$ cat config.mk
export PLATFORM = sky130hd
export DESIGN_NAME = pml_port_pin_mode
export DESIGN_NICKNAME = d
export VERILOG_FILES = /design/src/rtl/pml_pkg.sv /design/src/rtl/pml_port_pin_mode.sv
export VERILOG_INCLUDE_DIRS = /design/src /design/src/rtl
export SDC_FILE = /design/constraint.sdc
export NUM_CORES = 1
export LEC_CHECK = 0
export ABC_AREA = 1
export BUFFER_PORTS_ARGS = -buffer_cell sky130_fd_sc_hd__buf_4
export CAP_MARGIN = 20
export CORE_MARGIN = 1
export CORE_UTILIZATION = 55
export DETAILED_ROUTE_END_ITERATION = 16
export PLACE_DENSITY = 0.84
export SLEW_MARGIN = 15
export SYNTH_ARGS = -nofsm -noshare
export SYNTH_HDL_FRONTEND = slang
export SYNTH_SLANG_ARGS = --single-unit
$ cat constraint.sdc
create_clock -name ref_clk -period 19.2 [get_ports ref_clk]
set_input_delay 0.96 -clock ref_clk [delete_from_list [all_inputs] [get_ports ref_clk]]
set_output_delay 0.96 -clock ref_clk [all_outputs]
set_load 0.05 [all_outputs]
$ cat src/rtl/pml_map.svh
`ifndef PML_MAP_SVH
`define PML_MAP_SVH

// ----------------------------------------
// Register byte addresses
// ----------------------------------------
`define PML_P1_LATCH_ADDR  8'h90
`define PML_P2_LATCH_ADDR  8'ha0
`define PML_P3_LATCH_ADDR  8'hb0
`define PML_P0_STYLE_ADDR  8'ha4
`define PML_P1_STYLE_ADDR  8'ha5
`define PML_P2_STYLE_ADDR  8'ha6
`define PML_P3_STYLE_ADDR  8'ha7
`define PML_P1_SELECT_ADDR 8'had
`define PML_P2_SELECT_ADDR 8'hae
`define PML_P3_SELECT_ADDR 8'haf

// ----------------------------------------
// Bit address bases (address bits 7:3)
// ----------------------------------------
`define PML_P1_BIT_BASE 5'h12
`define PML_P2_BIT_BASE 5'h14
`define PML_P3_BIT_BASE 5'h16

// ----------------------------------------
// Reset values
// ----------------------------------------
`define PML_LATCH_RST  8'hff
`define PML_STYLE_RST  8'h00
`define PML_SELECT_RST 8'hff
`define PML_RDATA_RST  8'h00
`define PML_PINS_RST   24'h000000
`define PML_P1_PINS    24'h0000ff

`endif

$ cat src/rtl/pml_pkg.sv
package pml_pkg;

  typedef logic [7:0]  pml_byte_t;
  typedef logic [23:0] pml_pins_t;

endpackage : pml_pkg

$ cat src/rtl/pml_port_pin_mode.sv
`timescale 1ns/1ns
`include "pml_map.svh"
// Functional notes
// - Drive-style bit n: 0 open-drain, 1 push-pull for pin n.
// - Latch 0 drives low; latch 1 drives high only in push-pull.
// - Latch reaches pin only where routing leaves pin unclaimed by peripherals.
// - Data register reads, except read-modify-write, return actual levels of digital pins, ignoring routing.
// - Ports 1-3 latches: eight bits, reset all ones, bit and byte writable.
// - Select bit 0: analog, digital read gives 0, pullup off.
// - Select bit 1: digital, read gives level, pullup follows global disable.
// - Two-wire and mode-0 receive pins always open-drain.
// - Port 1 analog pins skipped when peripherals are assigned.
// - Port 1 analog pins still driven by latch and drive style.
// - Memory interface may drive port 1 with upper address, non-multiplexed.
// - Memory interface may drive port 2 with upper or lower address.
// - Memory interface may use port 3 as address/data or data bus.
// - Drive styles reset to zero, selects reset to all ones.
// - Crossbar disabled forces every pin to input.
// - Global pullup disable 1 turns all pullups off.
// - Pullup off while a pin actively drives low.
module pml_port_pin_mode
  import pml_pkg::*;
(
  input  wire logic      ref_clk,
  input  wire logic      sys_rst,
  input  wire pml_byte_t sfr_addr,
  input  wire logic      sfr_wr,
  input  wire pml_byte_t sfr_wdata,
  input  wire logic      sfr_rd,
  input  wire logic      sfr_rmw,
  input  wire pml_byte_t bit_addr,
  input  wire logic      bit_wr,
  input  wire logic      bit_wdata,
  output logic           sfr_rdata_vld,
  output pml_byte_t      sfr_rdata,
  input  wire logic      crossbar_enable,
  input  wire logic      global_pullup_disable,
  input  wire pml_pins_t periph_claim,
  input  wire pml_pins_t periph_out,
  input  wire pml_pins_t periph_force_od,
  input  wire pml_pins_t emif_claim,
  input  wire pml_pins_t emif_out,
  input  wire pml_pins_t emif_drive,
  input  wire pml_pins_t pin_in,
  output pml_pins_t      pin_out,
  output pml_pins_t      pin_oe,
  output pml_pins_t      pin_pullup_en,
  output pml_pins_t      port1_analog_skip,
  output pml_byte_t      port0_drive_style
);

  // ----------------------------------------
  // Configuration and latch storage
  // ----------------------------------------
  logic [2:0][7:0] latch_all;
  logic [3:0][7:0] style_all;
  logic [2:0][7:0] select_all;
  logic [2:0]      latch_byte_hit;
  logic [2:0]      latch_bit_hit;
  logic [3:0]      style_hit;
  logic [2:0]      select_hit;
  pml_pins_t       rd_flat;
  pml_pins_t sync1_ff;
  pml_pins_t sync2_ff;
  pml_pins_t pin_out_ff;
  pml_pins_t pin_oe_ff;
  pml_pins_t pullup_ff;
  pml_pins_t skip_ff;
  pml_byte_t rdata_ff;
  logic      rdata_vld_ff;

  pml_pins_t latch_flat;
  pml_pins_t style_flat;
  pml_pins_t select_flat;
  pml_pins_t level_flat;
  pml_pins_t nxt_pin_out;
  pml_pins_t nxt_pin_oe;
  pml_pins_t nxt_pullup;
  pml_pins_t nxt_skip;
  pml_byte_t nxt_rdata;

  assign latch_flat  = latch_all;
  assign style_flat  = {style_all[3], style_all[2], style_all[1]};
  assign select_flat = select_all;

  // ----------------------------------------
  // Register address tables, one entry per port
  // ----------------------------------------
  localparam pml_byte_t  LATCH_ADDR [3] = '{
    `PML_P1_LATCH_ADDR,
    `PML_P2_LATCH_ADDR,
    `PML_P3_LATCH_ADDR
  };

  localparam logic [4:0] BIT_BASE [3] = '{
    `PML_P1_BIT_BASE,
    `PML_P2_BIT_BASE,
    `PML_P3_BIT_BASE
  };

  localparam pml_byte_t  SELECT_ADDR [3] = '{
    `PML_P1_SELECT_ADDR,
    `PML_P2_SELECT_ADDR,
    `PML_P3_SELECT_ADDR
  };

  localparam pml_byte_t  STYLE_ADDR [4] = '{
    `PML_P0_STYLE_ADDR,
    `PML_P1_STYLE_ADDR,
    `PML_P2_STYLE_ADDR,
    `PML_P3_STYLE_ADDR
  };

  // ----------------------------------------
  // Output latches and analog or digital selects
  // ----------------------------------------
  for (genvar p = 0; p < 3; p++) begin : g_port
    pml_byte_t latch_ff;
    pml_byte_t select_ff;

    assign latch_byte_hit[p] = sfr_wr & (sfr_addr == LATCH_ADDR[p]);
    assign latch_bit_hit[p]  = bit_wr & (bit_addr[7:3] == BIT_BASE[p]);
    assign select_hit[p]     = sfr_wr & (sfr_addr == SELECT_ADDR[p]);

    // Byte and bit write in one cycle: bit write lands last
    always_ff @(posedge ref_clk or posedge sys_rst) begin
      if (sys_rst) begin
        latch_ff <= `PML_LATCH_RST;
      end else begin
        if (latch_byte_hit[p]) begin
          latch_ff <= sfr_wdata;
        end
        if (latch_bit_hit[p]) begin
          latch_ff[bit_addr[2:0]] <= bit_wdata;
        end
      end
    end

    // Select bit 0 blanks the read bit and the pullup
    always_ff @(posedge ref_clk or posedge sys_rst) begin
      if (sys_rst) begin
        select_ff <= `PML_SELECT_RST;
      end else if (select_hit[p]) begin
        select_ff <= sfr_wdata;
      end
    end

    assign latch_all[p]  = latch_ff;
    assign select_all[p] = select_ff;
  end

  // ----------------------------------------
  // Drive style registers, ports 0 to 3
  // ----------------------------------------
  for (genvar q = 0; q < 4; q++) begin : g_style
    pml_byte_t style_ff;

    assign style_hit[q] = sfr_wr & (sfr_addr == STYLE_ADDR[q]);

    // Port 0 style is only exported, no pins here
    always_ff @(posedge ref_clk or posedge sys_rst) begin
      if (sys_rst) begin
        style_ff <= `PML_STYLE_RST;
      end else if (style_hit[q]) begin
        style_ff <= sfr_wdata;
      end
    end

    assign style_all[q] = style_ff;
  end

  // ----------------------------------------
  // Pin level synchroniser
  // ----------------------------------------
  always_ff @(posedge ref_clk or posedge sys_rst) begin
    if (sys_rst) begin
      sync1_ff <= `PML_PINS_RST;
      sync2_ff <= `PML_PINS_RST;
    end else begin
      // Only sync2_ff is read downstream
      sync1_ff <= pin_in;
      sync2_ff <= sync1_ff;
    end
  end

  // ----------------------------------------
  // Per-pin driver and pullup control
  // ----------------------------------------
  // Port 1 positions in the flat pin vectors
  localparam pml_pins_t P1_MASK = `PML_P1_PINS;

  for (genvar i = 0; i < 24; i++) begin : g_pin
    localparam logic IS_P1 = P1_MASK[i];
    // Analog port 1 pins are never handed to peripherals
    logic analog;
    logic claim;
    logic src;
    logic od;
    logic drv;

    assign analog = ~select_flat[i];
    assign claim  = periph_claim[i] & ~(IS_P1 & analog);
    // Memory interface outranks peripherals and latch
    assign src    = emif_claim[i] ? emif_out[i] :
                    claim ? periph_out[i] : latch_flat[i];
    assign od     = ~style_flat[i] | (claim & periph_force_od[i]);
    assign drv    = crossbar_enable & (~src | ~od) &
                    (~emif_claim[i] | emif_drive[i]);
    assign nxt_pin_out[i] = src;
    assign nxt_pin_oe[i]  = drv;
    assign nxt_pullup[i]  = ~global_pullup_disable & select_flat[i] &
                            ~(drv & ~src);
    assign nxt_skip[i]    = IS_P1 & analog;
    assign level_flat[i]  = sync2_ff[i] & select_flat[i];
  end

  // ----------------------------------------
  // Registered pin controls
  // ----------------------------------------
  always_ff @(posedge ref_clk or posedge sys_rst) begin
    if (sys_rst) begin
      pin_out_ff <= `PML_PINS_RST;
      pin_oe_ff  <= `PML_PINS_RST;
    end else begin
      pin_out_ff <= nxt_pin_out;
      pin_oe_ff  <= nxt_pin_oe;
    end
  end

  // Pullups stay off in reset until the config is known
  always_ff @(posedge ref_clk or posedge sys_rst) begin
    if (sys_rst) begin
      pullup_ff <= `PML_PINS_RST;
    end else begin
      pullup_ff <= nxt_pullup;
    end
  end

  always_ff @(posedge ref_clk or posedge sys_rst) begin
    if (sys_rst) begin
      skip_ff <= `PML_PINS_RST;
    end else begin
      skip_ff <= nxt_skip;
    end
  end

  // ----------------------------------------
  // Read path
  // ----------------------------------------
  for (genvar p = 0; p < 3; p++) begin : g_rd
    // Read-modify-write sees the latch, not the pin
    assign rd_flat[p*8 +: 8] = sfr_rmw ? latch_all[p] : level_flat[p*8 +: 8];
  end

  always_comb begin
    case (sfr_addr)
      `PML_P1_LATCH_ADDR:  nxt_rdata = rd_flat[7:0];
      `PML_P2_LATCH_ADDR:  nxt_rdata = rd_flat[15:8];
      `PML_P3_LATCH_ADDR:  nxt_rdata = rd_flat[23:16];
      `PML_P0_STYLE_ADDR:  nxt_rdata = style_all[0];
      `PML_P1_STYLE_ADDR:  nxt_rdata = style_all[1];
      `PML_P2_STYLE_ADDR:  nxt_rdata = style_all[2];
      `PML_P3_STYLE_ADDR:  nxt_rdata = style_all[3];
      `PML_P1_SELECT_ADDR: nxt_rdata = select_all[0];
      `PML_P2_SELECT_ADDR: nxt_rdata = select_all[1];
      `PML_P3_SELECT_ADDR: nxt_rdata = select_all[2];
      default:             nxt_rdata = `PML_RDATA_RST;
    endcase
  end

  // Valid pulses one cycle after each read strobe
  always_ff @(posedge ref_clk or posedge sys_rst) begin
    if (sys_rst) begin
      rdata_vld_ff <= 1'b0;
    end else begin
      rdata_vld_ff <= sfr_rd;
    end
  end

  // Data holds until the next read
  always_ff @(posedge ref_clk or posedge sys_rst) begin
    if (sys_rst) begin
      rdata_ff <= `PML_RDATA_RST;
    end else if (sfr_rd) begin
      rdata_ff <= nxt_rdata;
    end
  end

  // ----------------------------------------
  // Outputs
  // ----------------------------------------
  assign sfr_rdata         = rdata_ff;
  assign sfr_rdata_vld     = rdata_vld_ff;
  assign pin_out           = pin_out_ff;
  assign pin_oe            = pin_oe_ff;
  assign pin_pullup_en     = pullup_ff;
  assign port1_analog_skip = skip_ff;
  // Port 0 style drives the port 0 output stage elsewhere
  assign port0_drive_style = style_all[0];

endmodule : pml_port_pin_mode

==> metrics, run 1 <==
outcome=finished, final reports clean; gr ovfl total=0; first-pass GRT wire length=about 47 mm; core region area=approximately 17000 µm²; Tmin final=approximately 2500 ps; vias per cell=about 5.6; fmax=between 0.3 and 0.4 GHz; Gate Count Post-Synth=1130; CTS tree=built; PwrDens=between 80 and 90 nW/µm²; row cnt=48; layout cell share with drive strength beyond 1=between 20% and 30%; Worst Hold End=sync2_ff[22]; setup ws final=about 17000 ps; Longest Clk Path Bufs=3; startpoint types=primary input; Clock Sinks=217; root buffer cell=clkbuf_16; ant diodes=0; peak fanout along the critical path=71; WL per Instance=between 15 and 20 µm; Final Hold Fails=0; initial DRC count=~860; commonest non-fill, non-tap cell in the layout=buf_4; max_cap viols=0; 1st-pass router iterations=6; leak pwr=0.00656 µW; DRT Wirelength=between 30 and 40 mm; WHS Path Cells=0; Area contributors post-synth=dfrtp_1, dfstp_2, nand2_1, o21ai_0, nand3_1; Setup TNS=0 ps; Tot Pwr=between 1000 and 1500 µW; cts hold-fix bufs=0; R2R depth=5; sequential element share of the synthesized area=a little under three fifths; M3 GR Usage=6.73%; Hold Crit Class=reg -> reg; #FFs+latches synth=217; layer with the highest usage=met2; Starting Density=a little under three fifths; cells along the critical path=buf_4, inv_1, nand2_4, nor2_8, nand3_1, o21ai_0; worst skew pair latency=around 500 ps; Die ar.=about 18000 µm²; R2R setup slack=~18000 ps; Syn Area/Cell=about 8.7 µm²; r2r endpoint=pin_oe[12]; gpl congestion=~0.96; met1 Usage GRT=~42%; hold_ws=~350 ps; Worst Max-Slew Pin Slew=between 1000 and 1500 ps; met2 Usage GRT=between 50% and 60%; final setup vio count=0; H-tree levels=1; die extent in x=approximately 140 µm; postcts setup bufs=0; Req. time, crit path=about 20000 ps; Yosys Warn Count=0; largest net degree at the start of global routing=137; cell area after synthesis=just under 10000 µm²; Max-slew headroom=28.0%; hpwl dp=approximately 23 mm; Max VDD drop=approximately 73 µV; Ports=~310; clk_skew=about 6.9 ps; fillcell total=roughly 1.3k; vias=approximately 9.3k; endpoint class of the critical path=register; vias in the first global route=~8.9k; initial antenna violation count=0; Post-Place Worst Slack=16230 ps; # DRC=0; nets=approximately 1.6k; R2R Path Start=g_port[1].latch_ff[4]; GRT Total Usage=between 30% and 40%; Tcrit/Tclk final=between 10% and 20%; Worst Setup SP=sfr_addr[6]; CTS Buf Count=22; Final Max Tran Viols=0; Slowest-stage cell, CP=nor2_8; most frequent cells in the layout=buf_4, nand2_1, dfrtp_1; post-cts gate resize count=0; critical path data arrival time=2950 ps; Post-DRT Antenna Nets=0; die height=135 µm; PortBufs=slightly below 300; post-synth top area cell=dfrtp_1; Worst-path clk slew=~60 ps; P&R area growth vs syn=31.0%; RSZ-0062 raised after global routing=false; distinct cell type count of the synthesized netlist=30; kind of critical path=in -> reg; Synth top area share=between 40% and 50%; Slowest Stage Delay on Critical Path=around 700 ps; startpoint of the worst hold path=sync1_ff[22]
## layout make-up
cell class	instances	area [µm²]	area share [%]
Timing Repair Buffer	298	2240	17.4
Clock inverter	7	87.6	0.683
Tap cell	225	282	2.19
Clock buffer	33	663	5.17
Inverter	128	488	3.80
Multi-Input combinational cell	753	3580	27.9
Sequential cell	217	5490	42.8
## sequential cells by signal (all words and copies together), names as in the netlist
signal             cells
g_port.latch_ff       24
g_port.select_ff      24
g_style.style_ff      24
pin_oe                24
pin_out               24
pin_pullup_en         24
port0_drive_style      8
port1_analog_skip      8
sfr_rdata              8
sfr_rdata_vld          1
sync1_ff              24
sync2_ff              24
## logic make-up (layout without fill, tap and decap cells)
logic type,count (synthesis),count (layout),share of synthesized area (%)
other,1,16,0.0383
and+or+nand+nor,498,498,22.6
buffers and inverters,175,466,7.96
DFF,217,217,56.1
AOI/OAI and AO/OA,239,239,13.4
## how the worst max path moves through the flow
stage,end,slack (ps),depth (start not counted)
after floorplan,g_style[1].style_ff[0],12380,1
after global placement,g_port[1].latch_ff[3],16340,8
after detailed placement,g_style[3].style_ff[2],16230,6
after CTS,g_port[1].latch_ff[3],16730,8
after global routing,g_style[3].style_ff[3],16490,6
final,g_style[3].style_ff[7],16650,6
## synth_stat cells, drive strengths merged
master,count
a21o,24
a21oi,33
buf,40
clkbuf,7
conb,1
dfrtp,169
dfstp,48
inv,128
nand2,275
nand3,130
nand4,1
nor2,73
nor3,10
nor4,2
o211ai,18
o21ai,159
o22ai,5
or2,7
## power breakdown
group	switching [µW]	internal, µW	leakage [µW]
Combinational	115	60.3	0.00357
Sequential	19.7	490	0.00262
Clock	173	265	0.000369
## stage by stage
stage	cell area, µm²	utilization (%)	instances
6_report	12800	73.9	1661
5_1_grt	12800	73.9	1661
4_1_cts	12800	73.9	1661
3_5_place_dp	12100	69.6	1621
3_3_place_gp	12100	69.6	1621
2_1_floorplan	9850	-	1145
## routing by layer
metal / routed length, µm / share of wire (%)
met5: 0 / 0
met4: 1520 / 4.9
met3: 3290 / 11
met2: 15000 / 49
met1: 11100 / 36
## critical path: cells and delay by family
family	cells	cell delay [ps]
AO/OA/AOI/OAI	1	380
AND/OR/NAND/NOR	3	1410
buffers and inverters	2	190
No activity file was read; power rests on OpenSTA's default activity.
==> run 2, diff against run 1 <==
--- a/config.mk
+++ b/config.mk
@@ -10,9 +10,9 @@
 export BUFFER_PORTS_ARGS = -buffer_cell sky130_fd_sc_hd__buf_4
 export CAP_MARGIN = 20
 export CORE_MARGIN = 1
-export CORE_UTILIZATION = 55
+export CORE_UTILIZATION = 51
 export DETAILED_ROUTE_END_ITERATION = 16
-export PLACE_DENSITY = 0.84
+export PLACE_DENSITY = 0.79
 export SLEW_MARGIN = 15
 export SYNTH_ARGS = -nofsm -noshare
 export SYNTH_HDL_FRONTEND = slang
==> constraint.sdc (replaced) <==
create_clock -name ref_clk -period 2.6 [get_ports ref_clk]
set_input_delay 0.13 -clock ref_clk [delete_from_list [all_inputs] [get_ports ref_clk]]
set_output_delay 0.13 -clock ref_clk [all_outputs]
set_load 0.05 [all_outputs]
==> metrics, run 2 (synthesis results as in run 1) <==
Max VDD drop=~470 µV; fmax=between 0.5 and 0.6 GHz; PortBufs=297; Max-slew headroom=between 50% and 60%; endpoint class of the critical path=register; cells along the critical path=nand2_1, nand2_1, o21ai_0, o21ai_0, dlygate4sd3_1; root buffer cell=clkbuf_16; first-pass GRT wire length=between 50 and 60 mm; Die ar.=19800 µm²; DRT Wirelength=approximately 35 mm; most frequent cells in the layout=buf_4, nand2_1, dfrtp_1; Worst Setup SP=g_port[0].select_ff[5]; hold_ws=around 6.6 ps; PwrDens=between 600 and 700 nW/µm²; Setup TNS=0 ps; clk_skew=8.99 ps; Starting Density=between 50% and 60%; initial antenna violation count=1; Tcrit/Tclk final=76.7%; row cnt=50; gr ovfl total=0; final setup vio count=0; # DRC=0; NetSw=between 2000 and 2500 µW; vias in the first global route=9715; startpoint of the worst hold path=periph_force_od[0]; Tmin final=approximately 2000 ps; Clock Sinks=around 220; CTS tree=built; startpoint types=register; CP delay by family, top=flip-flops; die extent in x=roughly 140 µm; sw frac=between 20% and 30%; outcome=finished, final reports clean; P&R area growth vs syn=45.6%; Slowest-stage cell, CP=dfstp_2; commonest non-fill, non-tap cell in the layout=buf_4; clock network power share=38.9%; hpwl dp=around 23 mm; gpl congestion=slightly below 1; R2R setup slack=a little over 600 ps; fillcell total=about 1.3k; H-tree levels=1; Sequential cell area=5490 µm²; Req. time, crit path=between 3000 and 4000 ps; critical path data arrival time=roughly 2400 ps; core region area=roughly 19000 µm²; 1st-pass router iterations=5; Slowest Stage Delay on Critical Path=approximately 670 ps; RSZ-0062 raised after global routing=false; Worst Max-Slew Pin Slew=between 600 and 700 ps; worst skew pair latency=a little over 500 ps; kind of critical path=reg -> reg; Worst-path clk slew=around 60 ps; Post-DRT Antenna Nets=0; die height=approximately 140 µm; Tot Pwr=between 8000 and 9000 µW; Worst Path Buf+Inv=1; Levels on crit path=5; cell-internal power=6240 µW; vias=about 9.9k; vias per cell=roughly 5.5; Final Max Tran Viols=0; layout cell share with drive strength beyond 1=about a quarter; r2r endpoint=pin_out[5]; Worst Hold End=pin_oe[0]; max_cap viols=0; WHS Path Cells=5; Multi-input gate area=3580 µm²; R2R Path Start=g_port[0].select_ff[5]; Comb power frac=between 10% and 20%; Hold Crit Class=in -> reg; GRT Total Usage=a little over a third; nets=1760; largest net degree at the start of global routing=between 80 and 90; R2R depth=5; Final Hold Fails=0; Longest Clk Path Bufs=3; peak fanout along the critical path=6; initial DRC count=998; WL per Instance=roughly 19 µm; Sequential Power Share=between 40 and 50%; CTS Buf Count=23; Ports=314; leak pwr=0.00714 µW
-- run 2: routing by layer --
metal | vias to the layer above | part of all wire, % | global-route usage [%] | wire length [µm]
li1 | 4513 | - | - | -
met1 | 4685 | 38 | 44.1 | 13100
met2 | 593 | 49 | 60.1 | 16900
met3 | 94 | 9.9 | 7.69 | 3460
met4 | 0 | 3.8 | 14.4 | 1340
met5 | - | 0 | 0 | 0
-- run 2: power by group through the flow --
stage | logic (µW) | clock network (µW) | registers (µW)
6_report | 1510 | 3370 | 3770
5_1_grt | 1610 | 3550 | 3780
4_1_cts | 1480 | 3390 | 3760
3_5_place_dp | 1300 | 0 | 3820
3_3_place_gp | 1270 | 0 | 3820
2_1_floorplan | 486 | 0 | 4020
-- run 2: worst min-delay path: cells and delay by family --
kind | cells | cell delay [ps]
compound gates | 1 | 110
simple gates | 2 | 120
buf+inv | 2 | 120
-- run 2: layout make-up --
class,instances,share of cell area [%]
Antenna cell,1,0.0176
Inverter,128,3.40
Multi-Input combinational cell,753,25.1
Timing Repair Buffer,436,25.5
Clock inverter,10,0.948
Clock buffer,31,4.46
Tap cell,234,2.05
Sequential cell,217,38.5
-- run 2: repair_timing --
item,in CTS,in global routing
endpoints found under the hold margin,116,0
buffers inserted,0,0
hold buffers,131,0
gates resized for setup,0,0
-- run 2: metrics by stage --
step / cells / setup WS [ps] / utilization [%] / area (µm²)
floorplan: 1145 / -317 / - / 9850
global placement: 1637 / 934 / 64.9 / 12200
detailed placement: 1637 / 875 / 64.9 / 12200
CTS: 1809 / 750 / 76.0 / 14300
global route: 1810 / 570 / 76.0 / 14300
finish: 1810 / 606 / 76.0 / 14300
-- run 2: worst max path at each step --
stage | endpoint | slack, ps
6_report | pin_out[5] | 610
5_1_grt | pin_out[4] | 570
4_1_cts | pin_out[5] | 750
3_5_place_dp | g_style[2].style_ff[4] | 870
3_3_place_gp | g_port[1].latch_ff[3] | 930
2_1_floorplan | g_style[1].style_ff[0] | -320
==> run 3, diff against run 2 <==
--- a/config.mk
+++ b/config.mk
@@ -6,13 +6,13 @@
 export SDC_FILE = /design/constraint.sdc
 export NUM_CORES = 1
 export LEC_CHECK = 0
-export ABC_AREA = 1
+export ABC_AREA = 0
 export BUFFER_PORTS_ARGS = -buffer_cell sky130_fd_sc_hd__buf_4
 export CAP_MARGIN = 20
 export CORE_MARGIN = 1
-export CORE_UTILIZATION = 51
+export CORE_UTILIZATION = 46
 export DETAILED_ROUTE_END_ITERATION = 16
-export PLACE_DENSITY = 0.79
+export PLACE_DENSITY = 0.75
 export SLEW_MARGIN = 15
 export SYNTH_ARGS = -nofsm -noshare
 export SYNTH_HDL_FRONTEND = slang
==> constraint.sdc (replaced) <==
create_clock -name ref_clk -period 1.65 [get_ports ref_clk]
set_input_delay 0.0825 -clock ref_clk [delete_from_list [all_inputs] [get_ports ref_clk]]
set_output_delay 0.0825 -clock ref_clk [all_outputs]
set_load 0.05 [all_outputs]
==> metrics, run 3 <==
Tot Pwr=roughly 14000 µW; cell area after synthesis=between 9000 and 10000 µm²; PortBufs=between 200 and 300; outcome=finished with violations; Sequential cell area=around 5500 µm²; CTS Buf Count=23; R2R depth=4; die height=between 100 and 150 µm; critical path data arrival time=between 2000 and 2500 ps; Die ar.=approximately 21000 µm²; Req. time, crit path=2050 ps; root buffer cell=clkbuf_16; r2r endpoint=pin_oe[3]; Max VDD drop=~750 µV; sw frac=a little over a quarter; Starting Density=47.1%; top-count cell post-synth=dfrtp_1; most frequent CP cell=dlygate4sd3_1; endpoint class of the critical path=register; PwrDens=between 800 and 900 nW/µm²; gpl congestion=0.930; largest net degree at the start of global routing=between 50 and 60; final setup vio count=0; Comb power frac=17.8%; Post-synth EDFFs=0; Clock Sinks=approximately 220; gr ovfl total=0; R2R setup slack=~110 ps; Slowest-stage cell, CP=dlygate4sd3_1; vias in the first global route=9647; GRT Total Usage=between 30% and 40%; worst skew pair latency=around 520 ps; Post-DRT Antenna Nets=0; Max-slew headroom=a little under three fifths; CP delay by family, top=buffers and inverters; leak pwr=between 0.007 and 0.008 µW; vias per cell=5.27; #FFs+latches synth=around 220; R2R Path Start=g_port[0].select_ff[3]; NetSw=3690 µW; Yosys Warn Count=0; clk_skew=around 10 ps; fin util=75.6%; Final Max Tran Viols=0; layout cell share with drive strength beyond 1=39.1%; hpwl dp=22.3 mm; post-synth top area cell=dfrtp_1; most frequent cells in the layout=buf_4, dlygate4sd3_1, dfrtp_1; WHS Path Cells=3; initial antenna violation count=2; Worst Hold End=pin_out[14]; Multi-input gate area=3810 µm²; startpoint of the worst hold path=periph_out[14]; cells along the critical path=dlygate4sd3_1, buf_4, nand2_1, dlygate4sd3_1, o21ai_1, dlygate4sd3_1; fmax=0.614 GHz; Hold Crit Class=in -> reg; Synth top area share=roughly 44%; cell-internal power=about 10000 µW; row cnt=52; startpoint types=primary input; kind of critical path=in -> reg; Longest Clk Path Bufs=3; die extent in x=~150 µm; initial DRC count=approximately 460; Gate Count Post-Synth=860; core region area=20400 µm²; P&R area growth vs syn=60.2%; Worst-path clk slew=about 60 ps; Slowest Stage Delay on Critical Path=580 ps; Ports=roughly 310; failing checks=hold timing; hold_ws=-44.2 ps; Final Hold Fails=4; fillcell total=around 1.3k; Post-synth ARST share=100%; most frequent cells after synthesis=dfrtp_1, nand2_1, mux2_2; commonest non-fill, non-tap cell in the layout=buf_4; Area contributors post-synth=dfrtp_1, dfstp_2, mux2_2, nand2_1, o21ai_0; # DRC=0; DRT Wirelength=roughly 34 mm; vias=a little under 9k; peak fanout along the critical path=3; sequential element share of the synthesized area=57.2%; 1st-pass router iterations=5; Worst Max-Slew Pin Slew=~640 ps; Sequential Power Share=between 40% and 50%; nets=1603; max_cap viols=0; H-tree levels=1; Worst Path Buf+Inv=4; RSZ-0062 raised after global routing=false; Synth Flop Type=dfrtp_1; clock network power share=about two fifths; Syn Area/Cell=11.2 µm²; first-pass GRT wire length=roughly 53 mm; Tmin final=around 1600 ps; WL per Instance=20.3 µm; CTS tree=built; distinct cell type count of the synthesized netlist=49; Tcrit/Tclk final=between 90% and 100%
run 3: power groups by stage:
stage                     clock network [µW]  logic [µW]  registers (µW)
after global placement                     0        1990            5980
after global routing                    5700        2610            5930
after floorplan                            0         764            6300
final                                   5440        2460            5900
after detailed placement                   0        2020            5980
after CTS                               5500        2400            5890
run 3: layout make-up:
class | instances | area share, %
multi-input combinational | 564 | 24.7
sequential | 217 | 35.7
clock inverter | 9 | 0.886
clock buffer | 33 | 4.31
timing repair buffer | 558 | 31.2
inverter | 38 | 0.951
antenna | 2 | 0.0325
tap | 270 | 2.20
run 3: how the worst max path moves through the flow:
stage | from | end | slack, ps | depth (start not counted)
final | emif_out[16] | pin_out[16] | 20 | 6
after floorplan | sys_rst | g_style[1].style_ff[0] | -1220 | 1
after global routing | emif_out[16] | pin_out[16] | 7 | 6
after CTS | emif_claim[11] | pin_out[11] | 10 | 6
after detailed placement | sfr_addr[6] | g_port[0].latch_ff[2] | -70 | 8
after global placement | bit_addr[3] | g_port[0].latch_ff[4] | -50 | 8
run 3: timing repair:
item                       4_1_cts  5_1_grt
buffers inserted                 0        0
resized for setup                0       12
setup endpoints to repair        0        9
hold endpoints to repair       203        2
hold buffers                   200        2
run 3: metal layers:
| metal | routed length, µm | global-route usage, % | part of all wire (%) | vias up |
|---|---|---|---|---|
| met3 | 2590 | 6.44 | 7.6 | 78 |
| met4 | 1150 | 12.3 | 3.4 | 0 |
| met2 | 17700 | 58.2 | 52 | 405 |
| li1 | - | - | - | 4054 |
| met5 | 0 | 0 | 0 | - |
| met1 | 12800 | 37.7 | 37 | 4369 |
run 3: cells by family (layout without fill, tap and decap cells):
family | after synthesis | count (layout) | share of synthesized area, %
muxes | 133 | 133 | 15.9
other | 1 | 18 | 0.0391
and+or+nand+nor | 267 | 267 | 13.5
DFF | 217 | 217 | 57.2
buffers and inverters | 94 | 638 | 4.59
AOI/OAI and AO/OA | 148 | 148 | 8.78
run 3: metrics by stage:
stage	setup slack [ps]	hold slack, ps	cells	area [µm²]	setup TNS (ps)
finish	21.8	-44.2	1691	15400	0
global route	6.79	1.07	1690	15400	0
CTS	11.4	6.83	1691	15400	0
detailed placement	-71.8	146	1449	12600	-761
global placement	-49.8	147	1449	12600	-387
floorplan	-1220	114	875	9750	-231650
run 3: worst register-to-register path: stages (launching register included):
cell and delay, ps:
dfstp_2 610, nand3_1 100, dlygate4sd3_1 580, nand2_1 70
a21oi_1 60
